File: src/temp_readout_pkg.sv
/*
  Package: constants, register map and enumerations for the temperature
  readout and fan converter block. Assumes an APB slave with 32-bit data.
*/
package temp_readout_pkg;
  localparam int TEMP_W = 8;
  localparam int DAC_W = 8;
  localparam int NUM_CH = 3;
  // readings forced by the diode fault sequence
  localparam logic [7:0] TEMP_OPEN_FAULT = 8'h7F;
  localparam logic [7:0] TEMP_SHORT_FAULT = 8'h00;
  localparam logic [7:0] DAC_FULL_SCALE = 8'hFF;
  // fault flag positions in the second status register
  localparam int FAULT_BIT_D1 = 6;
  localparam int FAULT_BIT_D2 = 7;
  // register byte addresses
  localparam logic [7:0] ADDR_TEMP_INT = 8'h00;
  localparam logic [7:0] ADDR_TEMP_D1 = 8'h04;
  localparam logic [7:0] ADDR_TEMP_D2 = 8'h08;
  localparam logic [7:0] ADDR_HIGH_INT = 8'h0C;
  localparam logic [7:0] ADDR_HIGH_EXT = 8'h10;
  localparam logic [7:0] ADDR_LOW_INT = 8'h14;
  localparam logic [7:0] ADDR_LOW_EXT = 8'h18;
  localparam logic [7:0] ADDR_HW_INT = 8'h1C;
  localparam logic [7:0] ADDR_HW_EXT = 8'h20;
  localparam logic [7:0] ADDR_HYST = 8'h24;
  localparam logic [7:0] ADDR_DAC = 8'h28;
  localparam logic [7:0] ADDR_STATUS2 = 8'h2C;
  localparam logic [7:0] ADDR_IRQ_EN = 8'h30;
  localparam logic [7:0] ADDR_IRQ_CLR = 8'h34;
  localparam logic [7:0] ADDR_MODE = 8'h38;
  // reset values
  localparam logic [7:0] RST_HIGH = 8'h7F;
  localparam logic [7:0] RST_LOW = 8'h80;
  localparam logic [7:0] RST_HYST = 8'h02;
  localparam logic [7:0] RST_ZERO = 8'h00;
  // status layout: [0..2] high per channel, [3..5] low per channel,
  // [6] d1 fault, [7] d2 fault
  localparam int ST_HIGH0 = 0;
  localparam int ST_LOW0 = 3;
  localparam int HW_W = 3;
  localparam logic [31:0] APB_ZERO = 32'h0000_0000;

  typedef enum logic [1:0] {
    DIODE_OK = 2'b00,
    DIODE_OPEN = 2'b01,
    DIODE_SHORT = 2'b10
  } diode_state_t;

  typedef enum logic [1:0] {
    SEQ_IDLE = 2'b00,
    SEQ_CHECK = 2'b01,
    SEQ_REPORT = 2'b10
  } seq_state_t;
endpackage

File: src/temp_channel_eval.sv
/*
  Module: one channel's fault substitution, window comparison and hardware
  limit with hysteresis. Assumes inputs from the same clock domain.
*/
`timescale 1ns/1ps
module temp_channel_eval
  import temp_readout_pkg::*;
(
  // clock and reset
  input wire logic clk,
  input wire logic rst,
  // conversion in
  input wire logic convDone,
  input wire logic [TEMP_W-1:0] rawTemp,
  input wire diode_state_t diodeState,
  // limits
  input wire logic [TEMP_W-1:0] highLim,
  input wire logic [TEMP_W-1:0] lowLim,
  input wire logic [TEMP_W-1:0] hwLim,
  input wire logic [TEMP_W-1:0] hyst,
  // results
  output logic [TEMP_W-1:0] result,
  output logic highEvt,
  output logic lowEvt,
  output logic openEvt,
  output logic hwOver
);
  logic [TEMP_W-1:0] result_r;
  logic hwOver_r;
  logic highEvt_r;
  logic lowEvt_r;
  logic openEvt_r;
  wire logic [TEMP_W-1:0] subst;
  wire logic signed [TEMP_W:0] hwRelease;
  wire logic isHigh;
  wire logic isLow;
  wire logic hwTrip;
  wire logic hwClear;

  assign subst = (diodeState == DIODE_OPEN) ? TEMP_OPEN_FAULT :
                 (diodeState == DIODE_SHORT) ? TEMP_SHORT_FAULT : rawTemp;
  assign isHigh = $signed(subst) > $signed(highLim);
  assign isLow = $signed(subst) <= $signed(lowLim);
  assign hwTrip = $signed(subst) > $signed(hwLim);
  assign hwRelease = $signed({hwLim[TEMP_W-1], hwLim}) - $signed({1'b0, hyst});
  assign hwClear = $signed({subst[TEMP_W-1], subst}) <= hwRelease;

  always_ff @(posedge clk) begin
    if (rst) begin
      result_r <= RST_ZERO;
      hwOver_r <= 1'b0;
      highEvt_r <= 1'b0;
      lowEvt_r <= 1'b0;
      openEvt_r <= 1'b0;
    end else begin
      highEvt_r <= convDone & isHigh;
      lowEvt_r <= convDone & isLow;
      openEvt_r <= convDone & (diodeState == DIODE_OPEN);
      if (convDone) begin
        result_r <= subst;
        if (hwTrip) begin
          hwOver_r <= 1'b1;
        end else if (hwClear) begin
          hwOver_r <= 1'b0;
        end
      end
    end
  end

  assign result = result_r;
  assign highEvt = highEvt_r;
  assign lowEvt = lowEvt_r;
  assign openEvt = openEvt_r;
  assign hwOver = hwOver_r;
endmodule // temp_channel_eval

File: src/temp_readout.sv
/*
  Module: temperature readout, diode fault check, limit registers,
  interrupt status and fan converter control behind an APB slave.
  Assumes raw readings and diode pin levels from the analog front end;
  pins cross three flip-flops, converter data come from the sequencer clock.
*/
`timescale 1ns/1ps
// What this block does
// - readings and limits signed, one degree
// - host writes limits and control registers, not results; reads all but the interrupt clear register, which reads zero
// - compare against limits, hardware limit with hysteresis
// - internal plus two remote channels
// - fault check before each remote report
// - open or supply short reads 127, flags
// - ground or cathode short reads zero
// - eight bit converter code
// - converter resets to full scale
// - overdriven converter pin enters test mode
// - first bus transaction leaves test mode
// - status read clears returned flags
// - alarm line forces full scale temporarily
module temp_readout
  import temp_readout_pkg::*;
(
  // clock and reset
  input wire logic clk,
  input wire logic rst,
  // apb slave
  input wire logic psel,
  input wire logic penable,
  input wire logic pwrite,
  input wire logic [7:0] paddr,
  input wire logic [31:0] pwdata,
  output logic [31:0] prdata,
  output logic pready,
  output logic pslverr,
  // conversion sequencer
  input wire logic convStart,
  input wire logic [NUM_CH-1:0] convValid,
  input wire logic [TEMP_W-1:0] rawInt,
  input wire logic [TEMP_W-1:0] rawD1,
  input wire logic [TEMP_W-1:0] rawD2,
  // remote diode comparator pins: anode high, anode low
  input wire logic [1:0] diodeHiPin,
  input wire logic [1:0] diodeLoPin,
  // test and bus activity pins
  input wire logic dacOverdrivePin,
  input wire logic serialBusStart,
  // overtemp alarm line, open drain
  input wire logic overtempAlarmLineIn,
  output logic overtempAlarmLineOut,
  output logic overtempAlarmLineOe,
  // converter and mode outputs
  output logic [DAC_W-1:0] dacCode,
  output logic testMode,
  output logic irq
);
  // ------------------------------------------------------------
  // pin synchronisers
  // ------------------------------------------------------------
  localparam int NPIN = 7;
  logic [NPIN-1:0] pinS1_r;
  logic [NPIN-1:0] pinS2_r;
  logic [NPIN-1:0] pinS3_r;
  logic [NPIN-1:0] pinStable_r;
  wire logic [NPIN-1:0] pinRaw;
  assign pinRaw = {serialBusStart, dacOverdrivePin, overtempAlarmLineIn,
                   diodeLoPin, diodeHiPin};

  // a change counts only once stages two and three agree
  always_ff @(posedge clk) begin
    pinS1_r <= pinRaw;
    pinS2_r <= pinS1_r;
    pinS3_r <= pinS2_r;
  end

  genvar gp;
  generate
    for (gp = 0; gp < NPIN; gp++) begin : g_pin
      always_ff @(posedge clk) begin
        if (rst) begin
          pinStable_r[gp] <= (gp == 4) ? 1'b1 : 1'b0;
        end else if (pinS2_r[gp] == pinS3_r[gp]) begin
          pinStable_r[gp] <= pinS3_r[gp];
        end
      end
    end
  endgenerate

  wire logic [1:0] dHi;
  wire logic [1:0] dLo;
  wire logic alarmIn;
  wire logic overdrive;
  wire logic busStart;
  assign dHi = pinStable_r[1:0];
  assign dLo = pinStable_r[3:2];
  assign alarmIn = pinStable_r[4];
  assign overdrive = pinStable_r[5];
  assign busStart = pinStable_r[6];

  // ------------------------------------------------------------
  // remote fault sequence
  // ------------------------------------------------------------
  seq_state_t seq_r;
  seq_state_t seq_nxt;
  diode_state_t dState_r [2];
  logic [1:0] pendValid_r;

  function automatic diode_state_t classify(input logic hi, input logic lo);
    // anode stuck high: supply short or open; anode stuck low: short
    classify = hi ? DIODE_OPEN : (lo ? DIODE_SHORT : DIODE_OK);
  endfunction

  always_comb begin
    seq_nxt = seq_r;
    case (seq_r)
      SEQ_IDLE: begin
        if (convStart) begin
          seq_nxt = SEQ_CHECK;
        end
      end
      SEQ_CHECK: begin
        seq_nxt = SEQ_REPORT;
      end
      SEQ_REPORT: begin
        if (convStart) begin
          seq_nxt = SEQ_CHECK;
        end
      end
      default: begin
        seq_nxt = SEQ_IDLE;
      end
    endcase
  end

  always_ff @(posedge clk) begin
    if (rst) begin
      seq_r <= SEQ_IDLE;
      dState_r[0] <= DIODE_OK;
      dState_r[1] <= DIODE_OK;
      pendValid_r <= 2'b00;
    end else begin
      seq_r <= seq_nxt;
      if (seq_r == SEQ_CHECK) begin
        dState_r[0] <= classify(dHi[0], dLo[0]);
        dState_r[1] <= classify(dHi[1], dLo[1]);
      end
      // remote results wait for a completed fault check
      pendValid_r <= (seq_r == SEQ_REPORT) ? 2'b00 : (pendValid_r | convValid[2:1]);
    end
  end

  wire logic [NUM_CH-1:0] chDone;
  assign chDone = {seq_r == SEQ_REPORT && (pendValid_r[1] | convValid[2]),
                   seq_r == SEQ_REPORT && (pendValid_r[0] | convValid[1]),
                   convValid[0]};

  // ------------------------------------------------------------
  // registers
  // ------------------------------------------------------------
  logic [TEMP_W-1:0] highInt_r, highExt_r, lowInt_r, lowExt_r;
  logic [TEMP_W-1:0] hwInt_r, hwExt_r, hyst_r;
  logic [DAC_W-1:0] dacSet_r;
  logic [7:0] status_r;
  logic [7:0] irqEn_r;
  logic modeOtOut_r;

  wire logic setup;
  wire logic access;
  wire logic wrAcc;
  wire logic rdAcc;
  assign setup = psel & ~penable;
  assign access = psel & penable;
  assign wrAcc = access & pwrite;
  assign rdAcc = access & ~pwrite;

  function automatic logic hit(input logic [7:0] a, input logic [7:0] r);
    hit = (a == r);
  endfunction

  wire logic known;
  wire logic readOnly;
  assign known = hit(paddr, ADDR_TEMP_INT) | hit(paddr, ADDR_TEMP_D1) |
                 hit(paddr, ADDR_TEMP_D2) | hit(paddr, ADDR_HIGH_INT) |
                 hit(paddr, ADDR_HIGH_EXT) | hit(paddr, ADDR_LOW_INT) |
                 hit(paddr, ADDR_LOW_EXT) | hit(paddr, ADDR_HW_INT) |
                 hit(paddr, ADDR_HW_EXT) | hit(paddr, ADDR_HYST) |
                 hit(paddr, ADDR_DAC) | hit(paddr, ADDR_STATUS2) |
                 hit(paddr, ADDR_IRQ_EN) | hit(paddr, ADDR_IRQ_CLR) |
                 hit(paddr, ADDR_MODE);
  assign readOnly = hit(paddr, ADDR_TEMP_INT) | hit(paddr, ADDR_TEMP_D1) |
                    hit(paddr, ADDR_TEMP_D2) | hit(paddr, ADDR_STATUS2);

  // ------------------------------------------------------------
  // channels
  // ------------------------------------------------------------
  wire logic [TEMP_W-1:0] res [NUM_CH];
  wire logic [NUM_CH-1:0] hiEvt, loEvt, opEvt, hwOv;
  wire logic [TEMP_W-1:0] rawArr [NUM_CH];
  assign rawArr[0] = rawInt;
  assign rawArr[1] = rawD1;
  assign rawArr[2] = rawD2;

  genvar gc;
  generate
    for (gc = 0; gc < NUM_CH; gc++) begin : g_ch
      temp_channel_eval u_eval (
        .clk(clk),
        .rst(rst),
        .convDone(chDone[gc]),
        .rawTemp(rawArr[gc]),
        .diodeState((gc == 0) ? DIODE_OK : dState_r[(gc == 0) ? 0 : gc - 1]),
        .highLim((gc == 0) ? highInt_r : highExt_r),
        .lowLim((gc == 0) ? lowInt_r : lowExt_r),
        .hwLim((gc == 0) ? hwInt_r : hwExt_r),
        .hyst(hyst_r),
        .result(res[gc]),
        .highEvt(hiEvt[gc]),
        .lowEvt(loEvt[gc]),
        .openEvt(opEvt[gc]),
        .hwOver(hwOv[gc])
      );
    end
  endgenerate

  // ------------------------------------------------------------
  // status and interrupt
  // ------------------------------------------------------------
  wire logic [7:0] events;
  wire logic statusRd;
  wire logic [7:0] clrMask;
  assign events = {opEvt[2], opEvt[1], loEvt, hiEvt};
  assign statusRd = rdAcc & hit(paddr, ADDR_STATUS2);
  assign clrMask = (statusRd ? prdata[7:0] : 8'h00) |
                   ((wrAcc & hit(paddr, ADDR_IRQ_CLR)) ? pwdata[7:0] : 8'h00);

  always_ff @(posedge clk) begin
    if (rst) begin
      status_r <= 8'h00;
      irq <= 1'b0;
    end else begin
      // event flags set; set beats clear
      status_r <= (status_r & ~clrMask) | events;
      irq <= |(((status_r & ~clrMask) | events) & irqEn_r);
    end
  end

  // ------------------------------------------------------------
  // writes, test mode, outputs
  // ------------------------------------------------------------
  wire logic [7:0] wb;
  assign wb = pwdata[7:0];

  always_ff @(posedge clk) begin
    if (rst) begin
      highInt_r <= RST_HIGH;
      highExt_r <= RST_HIGH;
      lowInt_r <= RST_LOW;
      lowExt_r <= RST_LOW;
      hwInt_r <= RST_HIGH;
      hwExt_r <= RST_HIGH;
      hyst_r <= RST_HYST;
      dacSet_r <= DAC_FULL_SCALE;
      irqEn_r <= 8'h00;
      modeOtOut_r <= 1'b0;
    end else if (wrAcc) begin
      if (hit(paddr, ADDR_HIGH_INT)) begin
        highInt_r <= wb;
      end else if (hit(paddr, ADDR_HIGH_EXT)) begin
        highExt_r <= wb;
      end else if (hit(paddr, ADDR_LOW_INT)) begin
        lowInt_r <= wb;
      end else if (hit(paddr, ADDR_LOW_EXT)) begin
        lowExt_r <= wb;
      end else if (hit(paddr, ADDR_HW_INT)) begin
        hwInt_r <= wb;
      end else if (hit(paddr, ADDR_HW_EXT)) begin
        hwExt_r <= wb;
      end else if (hit(paddr, ADDR_HYST)) begin
        hyst_r <= wb;
      end else if (hit(paddr, ADDR_DAC)) begin
        dacSet_r <= wb;
      end else if (hit(paddr, ADDR_IRQ_EN)) begin
        irqEn_r <= wb;
      end else if (hit(paddr, ADDR_MODE)) begin
        modeOtOut_r <= wb[0];
      end
    end
  end

  always_ff @(posedge clk) begin
    if (rst) begin
      testMode <= 1'b0;
    end else if (busStart | access) begin
      testMode <= 1'b0;
    end else if (overdrive) begin
      testMode <= 1'b1;
    end
  end

  always_ff @(posedge clk) begin
    if (rst) begin
      dacCode <= DAC_FULL_SCALE;
      overtempAlarmLineOut <= 1'b0;
      overtempAlarmLineOe <= 1'b0;
    end else begin
      dacCode <= alarmIn ? dacSet_r : DAC_FULL_SCALE;
      overtempAlarmLineOut <= 1'b0;
      // hardware limit or mode bit pulls the line low; test mode leaves the alarm line released
      overtempAlarmLineOe <= ~testMode & (modeOtOut_r | (|hwOv));
    end
  end

  // ------------------------------------------------------------
  // apb read
  // ------------------------------------------------------------
  logic [7:0] rdByte;
  always_comb begin
    rdByte = 8'h00;
    if (hit(paddr, ADDR_TEMP_INT)) begin
      rdByte = res[0];
    end else if (hit(paddr, ADDR_TEMP_D1)) begin
      rdByte = res[1];
    end else if (hit(paddr, ADDR_TEMP_D2)) begin
      rdByte = res[2];
    end else if (hit(paddr, ADDR_HIGH_INT)) begin
      rdByte = highInt_r;
    end else if (hit(paddr, ADDR_HIGH_EXT)) begin
      rdByte = highExt_r;
    end else if (hit(paddr, ADDR_LOW_INT)) begin
      rdByte = lowInt_r;
    end else if (hit(paddr, ADDR_LOW_EXT)) begin
      rdByte = lowExt_r;
    end else if (hit(paddr, ADDR_HW_INT)) begin
      rdByte = hwInt_r;
    end else if (hit(paddr, ADDR_HW_EXT)) begin
      rdByte = hwExt_r;
    end else if (hit(paddr, ADDR_HYST)) begin
      rdByte = hyst_r;
    end else if (hit(paddr, ADDR_DAC)) begin
      rdByte = dacSet_r;
    end else if (hit(paddr, ADDR_STATUS2)) begin
      rdByte = status_r;
    end else if (hit(paddr, ADDR_IRQ_EN)) begin
      rdByte = irqEn_r;
    end else if (hit(paddr, ADDR_MODE)) begin
      rdByte = {7'h00, modeOtOut_r};
    end
  end

  // no wait state: ready is registered from the setup cycle
  always_ff @(posedge clk) begin
    if (rst) begin
      pready <= 1'b0;
      pslverr <= 1'b0;
      prdata <= APB_ZERO;
    end else begin
      pready <= setup;
      pslverr <= setup & (~known | (pwrite & readOnly));
      prdata <= (setup & ~pwrite) ? {24'h00_0000, rdByte} : APB_ZERO;
    end
  end
endmodule // temp_readout

File: config.mk
export PLATFORM = sky130hd
export DESIGN_NAME = temp_readout
export DESIGN_NICKNAME = d
export VERILOG_FILES = /design/src/temp_readout_pkg.sv /design/src/temp_channel_eval.sv /design/src/temp_readout.sv
export SDC_FILE = /design/constraint.sdc
export NUM_CORES = 1
export LEC_CHECK = 0
export BUFFER_PORTS_ARGS = -buffer_cell sky130_fd_sc_hd__buf_2
export CORE_ASPECT_RATIO = 0.8
export CORE_MARGIN = 4
export CORE_UTILIZATION = 30
export CTS_CLUSTER_SIZE = 24
export DETAILED_ROUTE_END_ITERATION = 7
export MAX_ROUTING_LAYER = met4
export PLACE_DENSITY = 0.51
export SLEW_MARGIN = 30
export SYNTH_ARGS = -nofsm -noshare
export SYNTH_HDL_FRONTEND = slang
export SYNTH_SLANG_ARGS = --single-unit
File: constraint.sdc
create_clock -name clk -period 4.65 [get_ports clk]
set_clock_uncertainty 0.05 [all_clocks]
set_input_delay 0.465 -clock clk [delete_from_list [all_inputs] [get_ports clk]]
set_output_delay 0.465 -clock clk [all_outputs]
set_load 0.01 [all_outputs]
==> summary.txt <==
Status
  – Outcome: finished, final reports clean

Worst setup path
  – Crit end category: flip-flop
  – Worst Path Buf+Inv: 2
  – Worst Setup Start Kind: flip-flop
  – CP required: 4900 ps
  – Critical-path cell list: inv_1 -> ha_1 -> fa_1 -> nor2b_1 -> o21ai_0 -> a21oi_1 -> o21ai_0 -> a21oi_1 -> xnor2_1 -> ha_1 -> inv_1 -> or4_1 -> a211oi_1 -> o32ai_1
  – Crit-path max cell delay: 470 ps
  – Setup CP Type: reg -> reg
  – Top delay family on crit path: compound AO/OA/AOI/OAI gates
  – Arr. time, crit path: 3550 ps
  – Critical-path top delay cell: fa_1
  – Crit Path Max Fanout: 4

Global routing
  – Total congestion overflow: 0
  – Largest net degree at the start of global routing: 54
  – Global-route wire length before repair: 52,680 um
  – Vias in the first global route: 8,706
  – Initial antenna violation count: 0
  – Total Routing Usage GR: 18.91%

Power
  – Switching power: 946.0 uW
  – Int Power: 2.440 mW
  – Comb pwr share: 11.8%
  – Leak: 5.127 nW
  – Clock power share: 42.7%
  – Total Power: 3.386 mW
  – Peak VDD IR: 0.2559 mV
  – Pwr/cell area: 292.5 mW/mm^2
  – Switch share: 27.93%
  – Power share of the sequential group: 45.5%

Clocking
  – CTS Hold Buffers Added: 0
  – Clk slew on worst S/H paths: 70 ps
  – H-Tree Level Count: 4
  – Bufs on Longest Clock Path: 2
  – Sink Count: 173
  – Root Buffer: clkbuf_16
  – Post_cts resized: 0
  – Postcts setup bufs: 0
  – Clk Latency, worst-skew pair: 440 ps
  – Inserted Clock Buffers: 17
  – CTS tree: yes

Finish
  – Most common cell after layout, fill and taps aside: dfxtp_1
  – Most frequent cells in the layout: dfxtp_1, nand2_1, ha_1
  – Final Cell Area: 0.01158 mm^2
  – P&R area growth vs syn: 12.84%
  – Fin nets: 1,473
  – Diodes inserted: 0
  – Non-Filler Instances: 1,722
  – Layout cells sized above 1: 10.79%

Placement
  – IO buf count: 76
  – Dpl cells: 1,691
  – Placed inst area: 0.01099 mm^2
  – Hpwl dp: 26,340 um
  – Gpl congestion: 0.9966

Synthesis
  – Seq/Total Area, Yosys: 34.15%
  – Synth Flop Type: dfxtp_1
  – Post-synth ARST share: 0%
  – Synth Instances: 1,221
  – Syn avg cell area: 8.402 um^2
  – Synth area leaders: dfxtp_1, ha_1, mux2i_1
  – Post-synth top area cell: dfxtp_1
  – Synth top area share: 32.98%
  – EDFF count, synth: 4
  – Synth cell types: 65
  – Yosys warns: 0
  – Synth Register Bits: 173
  – Mapped Area: 0.01026 mm^2

Floorplan
  – Die W: 214.7 um
  – Ports: 126
  – Cell row count: 60
  – Die ar.: 0.03724 mm^2
  – Die Y: 173.4 um
  – Core area: 0.03371 mm^2
  – Initial Util: 30.43%

Routing
  – Vias per cell: 5.200
  – Final ANT Viol Nets: 0
  – Vias: 8,955
  – DRT Pass-1 Iters: 6
  – DRT Wirelength: 34,600 um
  – Drt initial violations: 800
  – Drt wl/cell: 20.09 um
  – # DRC: 0

Timing
  – Slew Viols, Final: 0
  – Slew margin rel.: 39.51%
  – Final Critical Period: 3298 ps
  – F_max: 303.2 MHz
  – Final TNS setup: 0 ps
  – Final number of setup-violating endpoints: 0
  – Final hold vios: 0
  – Slew @ Worst Pin: 894.8 ps
  – Period utilization: 70.92%
  – RSZ-0062 raised after global routing: no

Run
  – Max-cap violations: 0

Hold path
  – Worst Hold Class: in -> reg
==> sequential cells by signal (all words and copies together), names as in the netlist, 8 cells and up <==
signal              flops
highExt_r               8
irqEn_r                 8
highInt_r               8
lowExt_r                8
prdata                  8
hwExt_r                 8
lowInt_r                8
dacSet_r                8
hwInt_r                 8
status_r                8
dacCode                 8
g_ch.u_eval.result     24
hyst_r                  8
==> cell families (layout without fill, tap and decap cells) <==
| logic type | count (synthesis) | after routing | synth area share, % |
|---|---|---|---|
| AOI/OAI and AO/OA | 294 | 294 | 17.93 |
| xor gates and xnor gates | 13 | 13 | 1.110 |
| adders and majority gates | 117 | 117 | 14.42 |
| buffers and inverters | 153 | 196 | 6.623 |
| DFF | 173 | 173 | 34.15 |
| muxes | 62 | 62 | 6.184 |
| other | 1 | 25 | 0.03655 |
| and+or+nand+nor | 408 | 408 | 19.55 |
==> area by class of cell <==
type | count | area [um^2]
Tap cell | 434 | 543.0
Multi-Input combinational cell | 919 | 6178
Clock buffer | 20 | 456.7
Sequential cell | 173 | 3503
Clock inverter | 11 | 123.9
Fill cell | 3551 | 22130
Inverter | 74 | 277.8
Timing Repair Buffer | 91 | 493.0
==> through the flow <==
stage	hold WS [ps]	util, %	setup WS [ps]
final	77.33	34.34	1352
after global routing	54.59	34.34	1089
after CTS	50.15	34.32	1349
after detailed placement	262.1	32.60	1401
after global placement	260.3	32.60	1398
after floorplan	259.6	-	1790
==> worst paths after layout <==
| path | cells after the start | endpoint | slack [ps] | from |
|---|---|---|---|---|
| worst min-delay path | 1 | pinS1_r[5] | 80 | dacOverdrivePin |
| worst max register to register | 14 | g_ch[0].u_eval.hwOver | 1350 | hwInt_r[0] |
| worst min register to register | 0 | pinS2_r[0] | 270 | pinS1_r[0] |
| worst max-delay path | 14 | g_ch[0].u_eval.hwOver | 1350 | hwInt_r[0] |
==> cells in the mapped netlist, types with 3 or more instances <==
cell type and instances:
nor2_1 85, a221oi_1 7, buf_4 25, nand4_1 16, a22o_1 3, nor4_1 3, nand3_1 39, a21o_1 13
ha_1 115, and2_1 15, nor4b_1 7, a32oi_1 5, o211ai_1 22, buf_2 9, xnor2_1 11, o21a_1 20
a31o_2 3, a22oi_1 21, buf_1 6, a211oi_1 6, clkbuf_1 39, mux2i_1 60, a21oi_1 91, nor2b_1 29
inv_1 73, o2bb2ai_1 4, o22ai_1 4, o21ai_0 75, dfxtp_1 169, nor3b_1 3, or3_1 4, nor3_1 15
o221ai_1 6, nand2_1 145, and3_1 7, edfxtp_1 4, nand2b_1 26
==> power by group through the flow <==
stage	registers (mW)	clock network (mW)	logic (mW)
after floorplan	1.56	0	0.266
after global placement	1.57	0	0.388
after detailed placement	1.57	0	0.393
after CTS	1.54	1.48	0.396
after global routing	1.54	1.54	0.445
final	1.54	1.45	0.401
==> layer usage <==
layer	track usage [%]	routed length, um
met1	26.26	16670
met2	27.52	14650
met3	5.011	2701
met4	4.294	582
met5	-	0
(Power assumes the default switching activity.)
